$ cat config.mk
export PLATFORM = sky130hd
export DESIGN_NAME = ehc_ctrl
export DESIGN_NICKNAME = d
export VERILOG_FILES = /design/src/include/ehc_pkg.sv /design/src/include/ehc_buf_if.sv /design/src/logic/ehc_page_buf.sv /design/src/logic/ehc_ctrl.sv
export SDC_FILE = /design/constraint.sdc
export NUM_CORES = 1
export LEC_CHECK = 0
export ABC_AREA = 1
export BUFFER_PORTS_ARGS = -buffer_cell sky130_fd_sc_hd__buf_2
export CAP_MARGIN = 10
export CORE_MARGIN = 2
export CORE_UTILIZATION = 55
export DETAILED_ROUTE_END_ITERATION = 7
export GPL_TIMING_DRIVEN = 0
export PLACE_DENSITY_LB_ADDON = 0.12
export SYNTH_ARGS = -nofsm -noshare
export SYNTH_HDL_FRONTEND = slang
export SYNTH_SLANG_ARGS = --single-unit
$ cat constraint.sdc
create_clock -name clk_i -period 2.1 [get_ports clk_i]
set_input_delay 0.42 -clock clk_i [delete_from_list [all_inputs] [get_ports clk_i]]
set_output_delay 0.42 -clock clk_i [all_outputs]
set_load 0.05 [all_outputs]
$ cat src/include/ehc_pkg.sv
// Constants, timing counts and state type of the page-write host controller
`default_nettype none
package ehc_pkg;
   // ****************************************************
   // Pin and field layout
   // ****************************************************
   localparam int ADDR_W     = 15;   // Address pins
   localparam int DATA_W     = 8;    // Data pins
   localparam int PAGE_LSB   = 6;    // Lowest page address bit
   localparam int OFF_W      = 6;    // Byte offset inside a page
   localparam int PAGE_W     = 9;    // Page address bits
   localparam int PAGE_BYTES = 64;   // Bytes in one page
   localparam int TOGGLE_BIT = 6;    // Toggle status line position
   localparam int UNLOCK_N   = 3;    // Writes in the unlock sequence
   localparam int CNT_W      = 16;   // Phase and timeout counter width
   // ****************************************************
   // Times and the cycle counts derived from them
   // ****************************************************
   localparam int CLK_KHZ    = 10000;  // 10 MHz clock
   localparam int T_WP_NS    = 100;    // Least write pulse width
   localparam int T_WPH_NS   = 50;     // Least write pulse high time
   localparam int T_ACC_NS   = 120;    // Longest access time
   localparam int T_OEHP_NS  = 150;    // Least gate high pulse in polling
   localparam int T_WC_MS    = 3;      // Longest internal write time
   localparam int SYNC_STAGES = 2;     // Input synchroniser depth
   localparam int WP_CYC   = (T_WP_NS * CLK_KHZ + 999999) / 1000000;
   localparam int WPH_CYC  = (T_WPH_NS * CLK_KHZ + 999999) / 1000000;
   localparam int ACC_CYC  = (T_ACC_NS * CLK_KHZ + 999999) / 1000000;
   localparam int OEHP_CYC = (T_OEHP_NS * CLK_KHZ + 999999) / 1000000;
   localparam int RD_CYC   = ACC_CYC + SYNC_STAGES;  // Access plus sync
   localparam int WC_CYC   = T_WC_MS * CLK_KHZ;      // Polling limit
   // ****************************************************
   // Values after reset
   // ****************************************************
   localparam logic [ADDR_W-1:0] ADDR_RST = 15'h0000;
   localparam logic [DATA_W-1:0] DATA_RST = 8'h00;
   localparam logic [CNT_W-1:0]  CNT_RST  = 16'h0000;
   // ****************************************************
   // Controller states
   // ****************************************************
   typedef enum logic [2:0] {
      EHC_IDLE,       // Waiting for a start
      EHC_WR_SETUP,   // Address and data out, strobes high
      EHC_WR_STROBE,  // Chip select and write strobe low
      EHC_WR_RECOV,   // Strobes high again
      EHC_FETCH,      // Page buffer read under way
      EHC_RD_ACCESS,  // Polling read, select and gate low
      EHC_RD_GAP      // Gate high pulse between polling reads
   } ehc_state_e;
endpackage
`default_nettype wire

$ cat src/include/ehc_buf_if.sv
// Carrier between the controller and its page buffer
`default_nettype none
interface ehc_buf_if;
   logic                        we;     // Write strobe into the buffer
   logic [ehc_pkg::OFF_W-1:0]   waddr;  // Write offset
   logic [ehc_pkg::DATA_W-1:0]  wdata;  // Write byte
   logic [ehc_pkg::OFF_W-1:0]   raddr;  // Read offset
   logic [ehc_pkg::DATA_W-1:0]  rdata;  // Registered read byte
   modport ctrl (output we, output waddr, output wdata, output raddr,
                 input rdata);
   modport mem  (input we, input waddr, input wdata, input raddr,
                 output rdata);
endinterface
`default_nettype wire

$ cat src/logic/ehc_page_buf.sv
// Page buffer memory with registered read data
`default_nettype none
module ehc_page_buf #(
   parameter int DEPTH = ehc_pkg::PAGE_BYTES
) (
   input  wire logic  clk_i,
   ehc_buf_if.mem     bus
);
   // Storage array
   logic [ehc_pkg::DATA_W-1:0] mem_reg [DEPTH];
   // Read data register
   logic [ehc_pkg::DATA_W-1:0] rdata_reg;

   // ****************************************************
   // Write and registered read
   // ****************************************************
   always_ff @(posedge clk_i)
   begin
      if (bus.we)
      begin
         mem_reg[bus.waddr] <= bus.wdata;
      end
      rdata_reg <= mem_reg[bus.raddr];
   end

   assign bus.rdata = rdata_reg;
endmodule
`default_nettype wire

$ cat src/logic/ehc_ctrl.sv
// Host controller for protected page write and toggle status polling
`default_nettype none
// How it works
// - Keep one page address through page load
// - Output gate high while write strobes low
// - Judge completion by comparing successive reads
// - Poll one constant address until finished or timed out
module ehc_ctrl #(
   parameter int                            WC_TIMEOUT = ehc_pkg::WC_CYC,
   parameter logic [ehc_pkg::ADDR_W-1:0]    UNL_A0 = 15'h0001,
   parameter logic [ehc_pkg::ADDR_W-1:0]    UNL_A1 = 15'h0002,
   parameter logic [ehc_pkg::ADDR_W-1:0]    UNL_A2 = 15'h0001,
   parameter logic [ehc_pkg::DATA_W-1:0]    UNL_D0 = 8'h01,
   parameter logic [ehc_pkg::DATA_W-1:0]    UNL_D1 = 8'h02,
   parameter logic [ehc_pkg::DATA_W-1:0]    UNL_D2 = 8'h03
) (
   input  wire logic                         clk_i,
   input  wire logic                         rst_i,
   input  wire logic                         buf_wr_i,
   input  wire logic [ehc_pkg::OFF_W-1:0]    buf_addr_i,
   input  wire logic [ehc_pkg::DATA_W-1:0]   buf_data_i,
   input  wire logic                         start_i,
   input  wire logic                         unlock_i,
   input  wire logic [ehc_pkg::PAGE_W-1:0]   page_i,
   input  wire logic [ehc_pkg::OFF_W-1:0]    last_i,
   input  wire logic [ehc_pkg::ADDR_W-1:0]   poll_addr_i,
   input  wire logic [ehc_pkg::DATA_W-1:0]   dq_i,
   output logic [ehc_pkg::ADDR_W-1:0]        addr_o,
   output logic [ehc_pkg::DATA_W-1:0]        dq_o,
   output logic                              dq_oe_n_o,
   output logic                              ce_n_o,
   output logic                              oe_n_o,
   output logic                              we_n_o,
   output logic                              busy_o,
   output logic                              done_o,
   output logic                              timeout_o,
   output logic [ehc_pkg::DATA_W-1:0]        poll_data_o
);
   // ****************************************************
   // Declarations
   // ****************************************************
   ehc_buf_if                        buf_bus ();     // Buffer carrier
   ehc_pkg::ehc_state_e              state_reg;      // Current state
   ehc_pkg::ehc_state_e              state_next;
   logic [ehc_pkg::CNT_W-1:0]        cnt_reg;        // Phase counter
   logic [ehc_pkg::CNT_W-1:0]        cnt_next;
   logic [ehc_pkg::CNT_W-1:0]        tmo_reg;        // Polling time
   logic [ehc_pkg::CNT_W-1:0]        tmo_next;
   logic [ehc_pkg::OFF_W-1:0]        idx_reg;        // Byte or code index
   logic [ehc_pkg::OFF_W-1:0]        idx_next;
   logic                             unl_reg;        // In unlock sequence
   logic                             unl_next;
   logic [ehc_pkg::PAGE_W-1:0]       page_reg;       // Latched page
   logic [ehc_pkg::PAGE_W-1:0]       page_next;
   logic [ehc_pkg::OFF_W-1:0]        last_reg;       // Latched last offset
   logic [ehc_pkg::OFF_W-1:0]        last_next;
   logic [ehc_pkg::ADDR_W-1:0]       paddr_reg;      // Latched poll address
   logic [ehc_pkg::ADDR_W-1:0]       paddr_next;
   logic                             have_reg;       // Previous read held
   logic                             have_next;
   logic                             prev_reg;       // Previous status bit
   logic                             prev_next;
   logic [ehc_pkg::ADDR_W-1:0]       addr_reg;       // Address pins
   logic [ehc_pkg::ADDR_W-1:0]       addr_next;
   logic [ehc_pkg::DATA_W-1:0]       dq_reg;         // Data pins out
   logic [ehc_pkg::DATA_W-1:0]       dq_next;
   logic                             dq_oe_n_reg;    // Data drive, low on
   logic                             dq_oe_n_next;
   logic                             ce_n_reg;       // Chip select pin
   logic                             ce_n_next;
   logic                             oe_n_reg;       // Output gate pin
   logic                             oe_n_next;
   logic                             we_n_reg;       // Write strobe pin
   logic                             we_n_next;
   logic                             busy_reg;       // Operation running
   logic                             busy_next;
   logic                             done_reg;       // Completion pulse
   logic                             done_next;
   logic                             tmo_hit_reg;    // Timeout pulse
   logic                             tmo_hit_next;
   logic [ehc_pkg::DATA_W-1:0]       pdata_reg;      // Last polled byte
   logic [ehc_pkg::DATA_W-1:0]       pdata_next;
   logic [ehc_pkg::DATA_W-1:0]       dq_s1_reg;      // Sync first stage
   logic [ehc_pkg::DATA_W-1:0]       dq_s2_reg;      // Sync second stage

   // Unlock code address by step
   function automatic logic [ehc_pkg::ADDR_W-1:0] unl_addr(
      input logic [ehc_pkg::OFF_W-1:0] i);
      unl_addr = (i == 6'h00) ? UNL_A0 : (i == 6'h01) ? UNL_A1 : UNL_A2;
   endfunction

   // Unlock code data by step
   function automatic logic [ehc_pkg::DATA_W-1:0] unl_data(
      input logic [ehc_pkg::OFF_W-1:0] i);
      unl_data = (i == 6'h00) ? UNL_D0 : (i == 6'h01) ? UNL_D1 : UNL_D2;
   endfunction

   // ****************************************************
   // Page buffer
   // ****************************************************
   assign buf_bus.we    = buf_wr_i;
   assign buf_bus.waddr = buf_addr_i;
   assign buf_bus.wdata = buf_data_i;
   assign buf_bus.raddr = idx_reg;

   ehc_page_buf #(
      .DEPTH (ehc_pkg::PAGE_BYTES)
   ) u_buf (
      .clk_i (clk_i),
      .bus   (buf_bus.mem)
   );

   // ****************************************************
   // Data pin synchroniser
   // ****************************************************
   always_ff @(posedge clk_i)
   begin
      dq_s1_reg <= dq_i;
      dq_s2_reg <= dq_s1_reg;
   end

   // ****************************************************
   // Sequencer next state
   // ****************************************************
   always_comb
   begin
      state_next   = state_reg;
      cnt_next     = cnt_reg + 16'h0001;
      tmo_next     = tmo_reg;
      idx_next     = idx_reg;
      unl_next     = unl_reg;
      page_next    = page_reg;
      last_next    = last_reg;
      paddr_next   = paddr_reg;
      have_next    = have_reg;
      prev_next    = prev_reg;
      addr_next    = addr_reg;
      dq_next      = dq_reg;
      dq_oe_n_next = dq_oe_n_reg;
      ce_n_next    = ce_n_reg;
      oe_n_next    = oe_n_reg;
      we_n_next    = we_n_reg;
      busy_next    = busy_reg;
      done_next    = 1'b0;
      tmo_hit_next = 1'b0;
      pdata_next   = pdata_reg;
      case (state_reg)
         ehc_pkg::EHC_IDLE:
         begin
            // Latch the job, unlock first when asked
            if (start_i)
            begin
               page_next  = page_i;
               last_next  = last_i;
               paddr_next = poll_addr_i;
               unl_next   = unlock_i;
               idx_next   = 6'h00;
               busy_next  = 1'b1;
               cnt_next   = ehc_pkg::CNT_RST;
               state_next = unlock_i ? ehc_pkg::EHC_WR_SETUP
                                     : ehc_pkg::EHC_FETCH;
            end
         end
         ehc_pkg::EHC_FETCH:
         begin
            // Buffer byte appears next cycle
            cnt_next   = ehc_pkg::CNT_RST;
            state_next = ehc_pkg::EHC_WR_SETUP;
         end
         ehc_pkg::EHC_WR_SETUP:
         begin
            // Address and data settle, gate stays high
            if (unl_reg)
            begin
               addr_next = unl_addr(idx_reg);
               dq_next   = unl_data(idx_reg);
            end
            else
            begin
               addr_next = {page_reg, idx_reg};
               dq_next   = buf_bus.rdata;
            end
            dq_oe_n_next = 1'b0;
            oe_n_next    = 1'b1;
            cnt_next     = ehc_pkg::CNT_RST;
            state_next   = ehc_pkg::EHC_WR_STROBE;
         end
         ehc_pkg::EHC_WR_STROBE:
         begin
            // Select and strobe low for the pulse width
            ce_n_next = 1'b0;
            we_n_next = 1'b0;
            if (cnt_reg == 16'(ehc_pkg::WP_CYC))
            begin
               ce_n_next  = 1'b1;
               we_n_next  = 1'b1;
               cnt_next   = ehc_pkg::CNT_RST;
               state_next = ehc_pkg::EHC_WR_RECOV;
            end
         end
         ehc_pkg::EHC_WR_RECOV:
         begin
            // Strobes high before the next load
            if (cnt_reg == 16'(ehc_pkg::WPH_CYC - 1))
            begin
               cnt_next = ehc_pkg::CNT_RST;
               if (unl_reg && idx_reg == 6'(ehc_pkg::UNLOCK_N - 1))
               begin
                  // Codes done, page load follows
                  unl_next   = 1'b0;
                  idx_next   = 6'h00;
                  state_next = ehc_pkg::EHC_FETCH;
               end
               else if (unl_reg)
               begin
                  idx_next   = idx_reg + 6'h01;
                  state_next = ehc_pkg::EHC_WR_SETUP;
               end
               else if (idx_reg == last_reg)
               begin
                  // Page loaded, start polling one address
                  dq_oe_n_next = 1'b1;
                  have_next    = 1'b0;
                  tmo_next     = ehc_pkg::CNT_RST;
                  addr_next    = paddr_reg;
                  ce_n_next    = 1'b0;
                  oe_n_next    = 1'b0;
                  state_next   = ehc_pkg::EHC_RD_ACCESS;
               end
               else
               begin
                  idx_next   = idx_reg + 6'h01;
                  state_next = ehc_pkg::EHC_FETCH;
               end
            end
         end
         ehc_pkg::EHC_RD_ACCESS:
         begin
            // Read strobe by gate and select together
            tmo_next = tmo_reg + 16'h0001;
            if (cnt_reg == 16'(ehc_pkg::RD_CYC - 1))
            begin
               ce_n_next  = 1'b1;
               oe_n_next  = 1'b1;
               cnt_next   = ehc_pkg::CNT_RST;
               pdata_next = dq_s2_reg;
               prev_next  = dq_s2_reg[ehc_pkg::TOGGLE_BIT];
               have_next  = 1'b1;
               // Equal toggle bits in two reads in a row mean finished
               if (have_reg &&
                   dq_s2_reg[ehc_pkg::TOGGLE_BIT] == prev_reg)
               begin
                  done_next  = 1'b1;
                  busy_next  = 1'b0;
                  state_next = ehc_pkg::EHC_IDLE;
               end
               else
               begin
                  state_next = ehc_pkg::EHC_RD_GAP;
               end
            end
            else if (tmo_reg >= 16'(WC_TIMEOUT - 1))
            begin
               // Write never finished
               ce_n_next    = 1'b1;
               oe_n_next    = 1'b1;
               tmo_hit_next = 1'b1;
               busy_next    = 1'b0;
               state_next   = ehc_pkg::EHC_IDLE;
            end
         end
         ehc_pkg::EHC_RD_GAP:
         begin
            // Gate high pulse, address unchanged
            tmo_next = tmo_reg + 16'h0001;
            if (cnt_reg == 16'(ehc_pkg::OEHP_CYC - 1))
            begin
               ce_n_next  = 1'b0;
               oe_n_next  = 1'b0;
               cnt_next   = ehc_pkg::CNT_RST;
               state_next = ehc_pkg::EHC_RD_ACCESS;
            end
         end
         default:
         begin
            state_next = ehc_pkg::EHC_IDLE;
         end
      endcase
   end

   // ****************************************************
   // Sequencer registers
   // ****************************************************
   always_ff @(posedge clk_i)
   begin
      if (rst_i)
      begin
         state_reg   <= ehc_pkg::EHC_IDLE;
         cnt_reg     <= ehc_pkg::CNT_RST;
         tmo_reg     <= ehc_pkg::CNT_RST;
         idx_reg     <= 6'h00;
         unl_reg     <= 1'b0;
         page_reg    <= 9'h000;
         last_reg    <= 6'h00;
         paddr_reg   <= ehc_pkg::ADDR_RST;
         have_reg    <= 1'b0;
         prev_reg    <= 1'b0;
         addr_reg    <= ehc_pkg::ADDR_RST;
         dq_reg      <= ehc_pkg::DATA_RST;
         dq_oe_n_reg <= 1'b1;
         ce_n_reg    <= 1'b1;
         oe_n_reg    <= 1'b1;
         we_n_reg    <= 1'b1;
         busy_reg    <= 1'b0;
         done_reg    <= 1'b0;
         tmo_hit_reg <= 1'b0;
         pdata_reg   <= ehc_pkg::DATA_RST;
      end
      else
      begin
         state_reg   <= state_next;
         cnt_reg     <= cnt_next;
         tmo_reg     <= tmo_next;
         idx_reg     <= idx_next;
         unl_reg     <= unl_next;
         page_reg    <= page_next;
         last_reg    <= last_next;
         paddr_reg   <= paddr_next;
         have_reg    <= have_next;
         prev_reg    <= prev_next;
         addr_reg    <= addr_next;
         dq_reg      <= dq_next;
         dq_oe_n_reg <= dq_oe_n_next;
         ce_n_reg    <= ce_n_next;
         oe_n_reg    <= oe_n_next;
         we_n_reg    <= we_n_next;
         busy_reg    <= busy_next;
         done_reg    <= done_next;
         tmo_hit_reg <= tmo_hit_next;
         pdata_reg   <= pdata_next;
      end
   end

   // ****************************************************
   // Outputs straight from flops
   // ****************************************************
   assign addr_o      = addr_reg;
   assign dq_o        = dq_reg;
   assign dq_oe_n_o   = dq_oe_n_reg;
   assign ce_n_o      = ce_n_reg;
   assign oe_n_o      = oe_n_reg;
   assign we_n_o      = we_n_reg;
   assign busy_o      = busy_reg;
   assign done_o      = done_reg;
   assign timeout_o   = tmo_hit_reg;
   assign poll_data_o = pdata_reg;
endmodule
`default_nettype wire

== After elaboration in Yosys (flattened, before gate mapping) ==
Memories as Yosys holds them, arrays and structs flattened. A register that Yosys moved wholly into a read port is not among the register bits.
Cells that the tools add are included.
Operators by class
  magnitude comparators: 1
  bitwise logic cells: 2
  $add $sub $neg: 3
  equal/unequal tests: 24
  reductions and logical operators: 28
  multiplexer cells: 69
Operators with widths (count)
  $mux 16: 8
  $pmux 16 s5: 1
  $mux 15: 5
  $add 16x1->16 const B: 2
  $pmux 16 s2: 1
  $mux 3: 10
  $mux 6: 5
  $pmux 15 s2: 1
  $mux 1: 26
  $pmux 3 s7: 1
  $ne 2x2->1 const B: 9
  $eq 16x1->1 const B: 1
  $eq 16x2->1 const B: 1
  $ge 16x15->1 const B: 1
  $logic_not 16->1: 1
  $reduce_and 5->1: 3
  $reduce_and 7->1: 2
  $pmux 6 s2: 1
  $reduce_and 4->1: 3
  $reduce_bool 2->1: 5
  $eq 3x3->1 const B: 3
  $mux 8: 1
  $pmux 1 s2: 4
  $pmux 1 s4: 2
  19 further kinds: 30
Word-level totals
  output and inout port bits: 38
  word-level logic and storage cells: 150
  memories: 1
  register bits: 128
  bits in writable memories: 512
Memory list
  u_buf.mem_reg: words 64, width 8, read ports 1, clocked after Yosys merged registers in 1, wr ports 1, line ehc_page_buf.sv:10  | logic [ehc_pkg::DATA_W-1:0] mem_reg [DEPTH];

== Depth between registers and ports, before layout ==
Gate-level depths: netlist of run 1.
  depth in word-level cells: 6
  gate-level depth with buffers: 15

== Hierarchy ==
Synthesis of run 1 repeated with hierarchy kept, for this count alone.
Unflattened totals
  cells, all modules: 2665
  area, all modules: 27158.5 um^2
By module, submodules not included
  ehc_page_buf: cells an instance 1822, sequential area each 15534.9 um^2, area an instance 21291.7 um^2, instances 1
  ehc_ctrl: cells an instance 843, sequential area each 2542.4 um^2, area an instance 5866.9 um^2, instances 1

== Worst setup path after synthesis of run 1 ==
OpenSTA, ideal clock, no wires.
  kind: reg2reg
  from: register idx_reg (netlist bit buf_bus.raddr[0])
  to: register tmo_reg[11] (netlist name)
  setup time: 0.132 ns
  arrival: 1.844 ns
  stages on the path, launching flop included: 14
  slack: 0.123 ns
  buffers on the path: 5
  data required time: 1.968 ns
  clock period less this slack: 1.977 ns
  cell sequence: dfxtp_1 buf_4 inv_4 buf_6 buf_2 buf_2 ha_1 nand3_1 inv_1 nand2_1 nand4_4 buf_4 nand2_1 a21oi_1
On the way
  cells in the longest elaborated chain, start to end: 4
  elaborated cells on any way between the ends: 6
  those cells by class: eq/ne (4); reduce/logical (2)
Ends and longest elaborated chain
  start, declared: line ehc_ctrl.sv:49  | logic [ehc_pkg::OFF_W-1:0] idx_reg;
  start signal, assigned: line ehc_ctrl.sv:324  | idx_reg <= idx_next;
  $eq 6x2->1: line ehc_ctrl.sv:207  | if (unl_reg && idx_reg == 6'(ehc_pkg::UNLOCK_N - 1))
  $logic_and 1x1->1: line ehc_ctrl.sv:207
  $ne 2x2->1 (no line)
  $reduce_and 5->1 (no line) *
  end signal, assigned: line ehc_ctrl.sv:300  | tmo_reg <= ehc_pkg::CNT_RST;
  end signal, assigned: line ehc_ctrl.sv:323  | tmo_reg <= tmo_next;
  end, declared: line ehc_ctrl.sv:47  | logic [ehc_pkg::CNT_W-1:0] tmo_reg;
Mark *: on every way between the ends. The rest lies on a longest branch, timed or not.
A chain may end at the register's enable or synchronous reset.

== Worst setup path in the final report of run 1 ==
  from: register idx_reg (netlist bit buf_bus.raddr[0])
  to: register tmo_reg[13] (netlist name)
The elaborated chain is that of the path after synthesis.

==> flow_summary_export.csv, run 1 <==
group,metric,value,unit
drt,route.detailed.drc,0,
floorplan,start_util,56.0,%
global_routing,track_usage,33.4,%
drt,drt-pass1-iter-count,6,
timing,hold_violations,0,
synthesis,synth_top_family_by_area,"simple AND/OR/NAND/NOR gates",
worst_setup_path,cp-end-kind,"flop",
synthesis,synthXorXnorAreaFrac,0.326,%
placed_design,gp_congestion,0.991,
finish,area_growth,15.9,%
pwr,p_per_area,1020,nW/um2
finish,drive_gt1_share,13.7,%
global_routing,grt_pass1_wl,122000,um
timing,min_period_over_period,101,%
clocking,root_buffer,"clkbuf_16",
clocking,cts.sinks,647,
clocking,worstSkewPairLatency,0.63,ns
finish,largest_reg_flops,512,
worst_setup_path,crit_type,"reg2reg",
clocking,clkTransAtPathRegs,0.06,ns
synthesis,synth_simple_gate_area_share,18.1,%
global_routing,first_global_vias,19540,
worst_setup_path,r2r_start,"buf_bus.raddr[0]",
worst_hold_path,min_to,"paddr_reg[11]",
worst_hold_path,hold_start,"poll_addr_i[11]",
synthesis,synthCells,2620,
drt,drt_iter0_markers,3209,
pwr,peakVddDrop,0.856,mV
worst_setup_path,r2r_slack,-0.02,ns
synthesis,synth_edf_count,512,
synthesis,synth_area_per_cell,10.3,um2
placed_design,portBuffers,92,
synthesis,ys_warn_count,0,
pwr,p_leak,11.5,nW
run_status,violations,"setup timing",
placed_design,dpl.hpwl,55400,um
worst_setup_path,crit_fanout,11,
synthesis,syn_nets,2685,
finish,finish.utilization,65.0,%
drt,drt-vias-per-instance,6.01,
timing,setup_viol,11,
synthesis,ys_async_sr_fraction,0,%
worst_setup_path,crit_required,2.63,ns
floorplan,die_w,225,um
timing,setup_slack,-0.0236,ns
drt,ant_nets,0,
clocking,htree_levels,3,
finish,final_area,31100,um2
synthesis,netlist_area,26900,um2
floorplan,die_area,50600,um2
placed_design,place_area,28100,um2
synthesis,yosysMostFrequentCell,"nor2_1",
floorplan,fp-row-count,80,
worst_setup_path,startpoint_type,"flop",
synthesis,netlist.area_leader.share,57.2,%
synthesis,synth-compound-area-share,9.61,%
worst_setup_path,arrival,2.65,ns
synthesis,yosysTopAreaCell,"edfxtp_1",
worst_setup_path,slowest_stage,"dfxtp_2",
floorplan,ios,95,
drt,via_count,20942,
worst_setup_path,reg2reg_depth,13,
timing,max_slew_margin,9.39,%
synthesis,ys_types,43,
global_routing,grt_overflow,0,
global_routing,antenna_found_initial,1,
timing,drv_slew,0,
drt,wire_per_inst,24.2,um
clocking,cts_tree,"yes",
synthesis,ys_seq_area_share,67.3,%
synthesis,ys_ff_latch,647,
timing,timing.fmax,471,MHz
finish,fill_cells,3798,
timing,min_period,2.12,ns
synthesis,synthAdderAreaFrac,0.373,%
worst_setup_path,max_stage_delay,0.33,ns
synthesis,synth_area_leaders,"edfxtp_1 (57%), dfxtp_1 (10%), nor2_1 (8.5%), o21ai_0 (6.2%), nand2_1 (5.4%)",
worst_hold_path,hold_path_depth,3,
clocking,cts_buffer_depth,3,
synthesis,ys.flop_type,"edfxtp_1",
floorplan,coreArea,47900,um2
run_status,status,"complete, but fails checks",
worst_setup_path,path_cells,"buf_8, inv_8, buf_12, buf_8, buf_12, ha_2, nand3_2, inv_2, nand2_4, nand4_4, buf_6, nand2_1, a21oi_1",
synthesis,synth.cells.most_frequent,"nor2_1 (607), edfxtp_1 (512), nand2_1 (390)",
global_routing,grt_max_degree,65,
synthesis,synthMuxAreaShare,0,%
floorplan,die_y,225,um
worst_hold_path,hold_path.class,"in2reg",
timing,skew,0.0218,ns
timing,tightest_slew,1.35,ns
timing,rsz0062_at_grt,"yes",
worst_setup_path,r2r_end,"tmo_reg[13]",
job,max_cap_viol_count,0,
clocking,cts_buffers,69,
finish,nets,2881,
finish,antenna_cells,0,
drt,drt_wl_total,84400,um
## cells in the final DEF, fill, tap and decap left out, drive strengths merged, types with 3 or more instances in the layout
master / Yosys / routed
o21a: 12 / 12
nand2: 396 / 396
or2: 7 / 7
buf: 83 / 190
o22ai: 3 / 3
ha: 8 / 8
xor2: 7 / 7
nand3b: 3 / 3
o211ai: 38 / 38
dlygate4sd3: 0 / 8
a21oi: 87 / 87
clkbuf: 56 / 159
inv: 133 / 135
bufinv: 0 / 3
nand3: 141 / 141
edfxtp: 512 / 512
nand4: 14 / 14
clkinvlp: 0 / 6
nor2: 617 / 617
o21ai: 336 / 336
clkinv: 3 / 23
nor3: 14 / 14
dfxtp: 135 / 135
xnor2: 3 / 3
## logic make-up (layout without fill, tap and decap cells)
| logic type | after synthesis | in the layout |
|---|---|---|
| AND/OR/NAND/NOR | 1195 | 1195 |
| flip-flops | 647 | 647 |
| XOR/XNOR | 10 | 10 |
| adder cells (fa/ha/maj) | 8 | 8 |
| buffers and inverters | 275 | 524 |
| AO/OA/AOI/OAI | 485 | 485 |
## worst max-delay path: cells and delay by family (launching register included)
| family | cells | cell delay (ns) |
|---|---|---|
| adder cells (fa/ha/maj) | 1 | 0.18 |
| AO/OA/AOI/OAI | 1 | 0.12 |
| buffers and inverters | 7 | 0.99 |
| AND/OR/NAND/NOR | 4 | 0.39 |
| flip-flops | 1 | 0.33 |
## cell type report
class	count	area [um2]	share of cell area [%]
multi-input cells	1698	7710	24.8
flip-flops and latches	647	18100	58.0
plain buffers	139	1000	3.22
clock inverters	31	254	0.815
clock buffers	93	1910	6.13
inverters	136	528	1.70
repair buffers	125	886	2.84
well taps	615	769	2.47
## power by group
part           leakage (nW)  switching, W  internal [W]  total, W
logic                  4.78       0.00394       0.00155   0.00549
clock network          1.05       0.00504       0.00678    0.0118
registers              5.71      0.000268        0.0143    0.0146
total                  11.5       0.00925        0.0227    0.0319
## worst max path at each step
stage | endpoint | from | depth (start not counted)
2_1_floorplan | tmo_reg[11] | buf_bus.raddr[0] | 13
3_3_place_gp | addr_o[0] | buf_bus.raddr[1] | 11
3_5_place_dp | addr_o[0] | buf_bus.raddr[1] | 11
4_1_cts | u_buf.bus.rdata[3] | buf_bus.raddr[0] | 13
5_1_grt | tmo_reg[10] | buf_bus.raddr[0] | 13
6_report | tmo_reg[13] | buf_bus.raddr[0] | 13
## through the flow
stage	instances	setup WS [ns]	TNS, ns	hold slack [ns]	total power (W)
after floorplan	2620	0.123	0	0.310	0.0182
after global placement	3327	-0.912	-127.35	0.312	0.0198
after detailed placement	3329	-0.925	-141.70	0.315	0.0199
after CTS	3466	0.00295	0	0.0794	0.0316
after global routing	3484	-0.0785	-0.783	0.0989	0.0329
final	3484	-0.0236	-0.142	0.0994	0.0319
## layer usage
| layer | global-route usage, % | wire length, um | vias to the layer above |
|---|---|---|---|
| met1 | 45.1 | 31900 | 9873 |
| li1 | - | - | 9347 |
| met3 | 7.11 | 10100 | 248 |
| met5 | 0 | 0 | - |
| met2 | 51.5 | 37600 | 1474 |
| met4 | 17.3 | 4770 | 0 |
## timing repair
item / in CTS / in global routing
hold buffers: 8 / 0
hold endpoints to repair: 8 / 0
buffers inserted: 4 / 5
resized for setup: 95 / 124
gates cloned: 1 / 1
pin swaps: 1 / 2
setup endpoints to repair: 36 / 38
(Power assumes the default switching activity.)
==> run 2: changes to the inputs <==
--- a/config.mk
+++ b/config.mk
@@ -9,7 +9,7 @@
 export BUFFER_PORTS_ARGS = -buffer_cell sky130_fd_sc_hd__buf_2
 export CAP_MARGIN = 10
 export CORE_MARGIN = 2
-export CORE_UTILIZATION = 55
+export CORE_UTILIZATION = 35
 export DETAILED_ROUTE_END_ITERATION = 7
 export GPL_TIMING_DRIVEN = 0
 export PLACE_DENSITY_LB_ADDON = 0.12
==> flow_summary_export.csv, run 2 (synthesized netlist as in run 1, its figures left out) <==
group,metric,value,unit
run_status,status,"complete, but fails checks",
run_status,violations,"setup timing",
placed_design,dpl.hpwl,64900,um
global_routing,track_usage,23.7,%
timing,tightest_slew,1.29,ns
clocking,htree_levels,3,
placed_design,dp.cells,3757,
placed_design,pre_cts_ws,-1.10,ns
global_routing,antenna_found_initial,0,
worst_setup_path,arrival,2.70,ns
timing,drv_slew,0,
finish,final_cell_mix,"nor2_1 (605), edfxtp_1 (512), nand2_1 (375), o21ai_0 (272), dfxtp_1 (133)",
clocking,cts.sinks,647,
pwr,p_leak,11.8,nW
pwr,p_per_area,1030,nW/um2
floorplan,die_y,281,um
worst_setup_path,r2r_slack,-0.07,ns
timing,setup_slack,-0.0675,ns
global_routing,grtUsageMet2,38.9,%
finish,antenna_cells,0,
clocking,root_buffer,"clkbuf_16",
clocking,cts_buffer_depth,3,
finish,final_common_cell,"nor2_1",
placed_design,gp_congestion,0.902,
drt,drt-pass1-iter-count,5,
worst_hold_path,hold_path.class,"in2reg",
drt,drt_wl_total,94000,um
worst_setup_path,crit_type,"reg2reg",
global_routing,first_global_vias,19520,
worst_setup_path,crit_path_start,"buf_bus.raddr[3]",
pwr,peakVddDrop,0.639,mV
worst_setup_path,crit_fanout,10,
timing,max_slew_margin,13.5,%
worst_hold_path,hold_path_depth,3,
worst_setup_path,crit_required,2.64,ns
drt,wire_per_inst,24.1,um
finish,nets,2889,
job,max_cap_viol_count,0,
clocking,worstSkewPairLatency,0.63,ns
timing,rsz0062_at_grt,"yes",
floorplan,die_area,79000,um2
floorplan,fp-row-count,101,
finish,final_cells,3906,
global_routing,grt_overflow,0,
global_routing,met3_usage,3.76,%
timing,skew,0.0281,ns
finish,largest_reg_flops,512,
global_routing,top_usage_layer,"met2",
floorplan,die_w,281,um
worst_setup_path,reg2reg_depth,8,
global_routing,grt_pass1_wl,134000,um
finish,drive_gt1_share,15.1,%
floorplan,coreArea,75900,um2
worst_setup_path,r2r_start,"buf_bus.raddr[3]",
timing,hold_violations,0,
drt,route.detailed.drc,0,
clocking,clkTransAtPathRegs,0.06,ns
placed_design,portBuffers,92,
timing,min_period,2.17,ns
clocking,cts_tree,"yes",
clocking,cts_buffers,72,
global_routing,met1_usage,31.8,%
drt,drt-vias-per-instance,5.21,
drt,ant_nets,0,
worst_setup_path,cp-end-kind,"flop",
drt,via_count,20334,
global_routing,grt_max_degree,65,
worst_setup_path,endpoint,"u_buf.bus.rdata[4]",
finish,area_growth,19.7,%
worst_setup_path,r2r_end,"u_buf.bus.rdata[4]",
worst_setup_path,startpoint_type,"flop",
timing,setup_viol,2,
floorplan,start_util,35.4,%
drt,drt_iter0_markers,2053,
timing,min_period_over_period,103,%
timing,timing.fmax,461,MHz
floorplan,ios,95,
run 2: cell types whose count changed in the layout (fill, tap and decap cells not counted), moves of 6 or more:
cell	previous run	this run
o21ai_0	310	272
o21ai_1	24	55
buf_12	9	19
clkbuf_1	43	33
nand3_1	135	127
nand3_2	6	14
o21ai_2	1	8
buf_4	22	28
buf_6	34	28
run 2: worst max-delay path, cell delays in order (launching register included):
cell and delay (ns):
dfxtp_1 0.32, buf_6 0.20, buf_1 0.79, nand3_1 0.32, nand2_1 0.14, nand2_1 0.06, nand2_1 0.08, inv_1 0.05
nand2_2 0.12
run 2: per-stage QoR:
stage | cell area (um2) | utilization [%] | hold WS [ns] | total power, W | TNS (ns)
2_1_floorplan | 26900 | - | 0.310 | 0.0182 | 0
3_3_place_gp | 28600 | 37.7 | 0.314 | 0.0201 | -171.08
3_5_place_dp | 28800 | 38.0 | 0.312 | 0.0202 | -157.78
4_1_cts | 31700 | 41.8 | 0.0628 | 0.0331 | -0.00551
5_1_grt | 32200 | 42.3 | 0.0774 | 0.0344 | -0.729
6_report | 32200 | 42.3 | 0.0946 | 0.0332 | -0.121
run 2: what timing repair did:
| item | CTS | global route |
|---|---|---|
| pin swaps | 5 | 18 |
| cloned | 1 | 3 |
| hold endpoints to repair | 8 | 0 |
| hold buffers | 8 | 0 |
| endpoints found under the setup margin | 47 | 42 |
| gates resized for setup | 169 | 139 |
| setup buffers | 6 | 6 |
run 2: final cells by class:
| cell class | count | area, um2 |
|---|---|---|
| well taps | 1030 | 1290 |
| multi-input cells | 1698 | 7800 |
| clock inverters | 38 | 437 |
| fillers | 7291 | 43800 |
| inverters | 136 | 538 |
| flip-flops and latches | 647 | 18100 |
| plain buffers | 137 | 1110 |
| clock buffers | 88 | 1920 |
| repair buffers | 132 | 981 |
run 2: worst min-delay path by stage:
stage	slack (ns)	end	from
2_1_floorplan	0.31	dq_s2_reg[0]	dq_s1_reg[0]
3_3_place_gp	0.31	dq_s2_reg[7]	dq_s1_reg[7]
3_5_place_dp	0.31	dq_s2_reg[3]	dq_s1_reg[3]
4_1_cts	0.06	paddr_reg[10]	poll_addr_i[10]
5_1_grt	0.08	paddr_reg[10]	poll_addr_i[10]
6_report	0.09	paddr_reg[10]	poll_addr_i[10]
run 2: per-layer routing:
metal / routed length, um / share of wire [%]
met5: 0 / 0
met1: 40400 / 43
met4: 3080 / 3.3
met2: 44000 / 47
met3: 6580 / 7.0
run 2: where the power goes:
part	switching [W]	total, W	internal, W
registers	0.000301	0.0146	0.0143
clock network	0.00526	0.0128	0.00753
logic	0.00411	0.00579	0.00168
total	0.00967	0.0332	0.0236
==> run 3: changes to the inputs <==
==> constraint.sdc (replaced) <==
create_clock -name clk_i -period 2.6 [get_ports clk_i]
set_input_delay 0.52 -clock clk_i [delete_from_list [all_inputs] [get_ports clk_i]]
set_output_delay 0.52 -clock clk_i [all_outputs]
set_load 0.05 [all_outputs]
==> flow_summary_export.csv, run 3 (synthesized netlist as in run 1, its figures left out) <==
group,metric,value,unit
finish,fill_cells,7383,
worst_setup_path,startpoint_type,"flop",
worst_setup_path,crit_type,"reg2reg",
floorplan,start_util,35.4,%
drt,ant_nets,0,
drt,wire_per_inst,24.0,um
finish,drive_gt1_share,12.0,%
finish,layout.area.seq,18100,um2
pwr,p_int,0.0188,W
finish,largest_reg_flops,512,
global_routing,grt_overflow,0,
clocking,cts.sinks,647,
floorplan,ios,95,
timing,skew,0.0311,ns
floorplan,coreArea,75900,um2
clocking,cts_tree,"yes",
drt,drt_iter0_markers,2008,
global_routing,first_global_vias,19425,
worst_setup_path,crit_fanout,10,
placed_design,portBuffers,92,
global_routing,grt_max_degree,65,
drt,drt-vias-per-instance,5.20,
clocking,cts_buffer_depth,3,
timing,rsz0062_at_grt,"no",
finish,final_common_cell,"nor2_1",
clocking,worstSkewPairLatency,0.63,ns
timing,min_period,2.54,ns
clocking,clkTransAtPathRegs,0.06,ns
finish,antenna_cells,0,
clocking,root_buffer,"clkbuf_16",
drt,via_count,20212,
pwr,pwr-share-comb,16.3,%
drt,route.detailed.drc,0,
pwr,seq_power_share,44.7,%
worst_hold_path,hold_path.class,"in2reg",
finish,nets,2872,
pwr,power.switching,0.00770,W
worst_setup_path,cp-end-kind,"flop",
pwr,swShare,29.1,%
global_routing,track_usage,23.6,%
floorplan,die_area,79000,um2
global_routing,antenna_found_initial,1,
pwr,p_per_area,844,nW/um2
timing,drv_slew,0,
worst_setup_path,crit_required,3.11,ns
finish,multi_input_area,7640,um2
job,max_cap_viol_count,0,
finish,final_cells,3889,
timing,hold_violations,0,
placed_design,dp.cells,3757,
finish,area_growth,16.7,%
floorplan,die_y,281,um
timing,setup_viol,0,
timing,tightest_slew,1.25,ns
timing,max_slew_margin,16.1,%
pwr,p_clk_share,39.0,%
timing,min_period_over_period,97.7,%
worst_setup_path,arrival,3.05,ns
run_status,status,"completed",
timing,fin_hold_ws,0.0300,ns
drt,drt-pass1-iter-count,6,
finish,finish.utilization,41.3,%
pwr,p_leak,11.4,nW
floorplan,fp-row-count,101,
pwr,peakVddDrop,0.516,mV
timing,timing.fmax,394,MHz
clocking,htree_levels,3,
clocking,cts_buffers,72,
placed_design,gp_congestion,0.902,
drt,drt_wl_total,93400,um
floorplan,die_w,281,um
placed_design,dpl.hpwl,64900,um
finish,final_cell_mix,"nor2_1 (605), edfxtp_1 (512), nand2_1 (390), o21ai_0 (330), buf_2 (140)",
global_routing,grt_pass1_wl,134000,um
run 3: critical path, cell delays in order (launching register included):
cell and delay [ns]:
dfxtp_1 0.35, buf_4 0.22, buf_2 0.25, buf_2 0.36, nor2_1 0.08, o21ai_0 0.30
nand2_1 0.17, nand2_1 0.11, inv_1 0.08, nand2_1 0.10, nand2_1 0.06, nand2_1 0.09
inv_1 0.04, nand2_1 0.20
run 3: power groups by stage:
| stage | Combinational, W | Sequential [W] | Clock (W) |
|---|---|---|---|
| after detailed placement | 0.00425 | 0.0120 | 0 |
| after CTS | 0.00428 | 0.0118 | 0.0105 |
| after global routing | 0.00468 | 0.0119 | 0.0109 |
| final | 0.00430 | 0.0118 | 0.0103 |
| after floorplan | 0.00211 | 0.0126 | 0 |
| after global placement | 0.00420 | 0.0120 | 0 |
run 3: final timing paths:
kind                            cells after the start            endpoint  slack, ns        startpoint
worst max-delay path                               13  u_buf.bus.rdata[6]       0.06  buf_bus.raddr[0]
worst min-delay path                                1        dq_s1_reg[0]       0.03           dq_i[0]
worst max register to register                     13  u_buf.bus.rdata[6]       0.06  buf_bus.raddr[0]
worst min register to register                      0        dq_s2_reg[6]       0.32      dq_s1_reg[6]
run 3: cell type report:
type | count | area share, %
Inverter | 136 | 1.66
Sequential cell | 647 | 57.6
Clock buffer | 88 | 6.13
Buffer | 138 | 2.29
Multi-Input combinational cell | 1698 | 24.4
Clock inverter | 38 | 1.39
Tap cell | 1030 | 4.11
Timing Repair Buffer | 114 | 2.41
run 3: what timing repair did:
action	CTS	global route
setup endpoints to repair	33	19
hold buffers	6	0
endpoints found under the hold margin	6	0
gates resized for setup	18	28
setup buffers	0	0
pin swaps	0	1
run 3: metal layers:
layer | part of all wire (%) | vias to the layer above | track usage [%]
li1 | - | 9315 | -
met1 | 43 | 9938 | 31.8
met2 | 46 | 795 | 38.4
met3 | 7.3 | 164 | 3.91
met4 | 3.6 | 0 | 8.43
met5 | 0 | - | 0
run 3: per-stage QoR:
| step | setup slack (ns) | area (um2) | power, W | TNS, ns |
|---|---|---|---|---|
| after global placement | -0.592 | 28600 | 0.0162 | -11.64 |
| after CTS | 0.0105 | 31300 | 0.0266 | 0 |
| final | 0.0603 | 31400 | 0.0265 | 0 |
| after global routing | 0.00783 | 31400 | 0.0274 | 0 |
| after detailed placement | -0.604 | 28800 | 0.0163 | -8.63 |
| after floorplan | 0.623 | 26900 | 0.0147 | 0 |
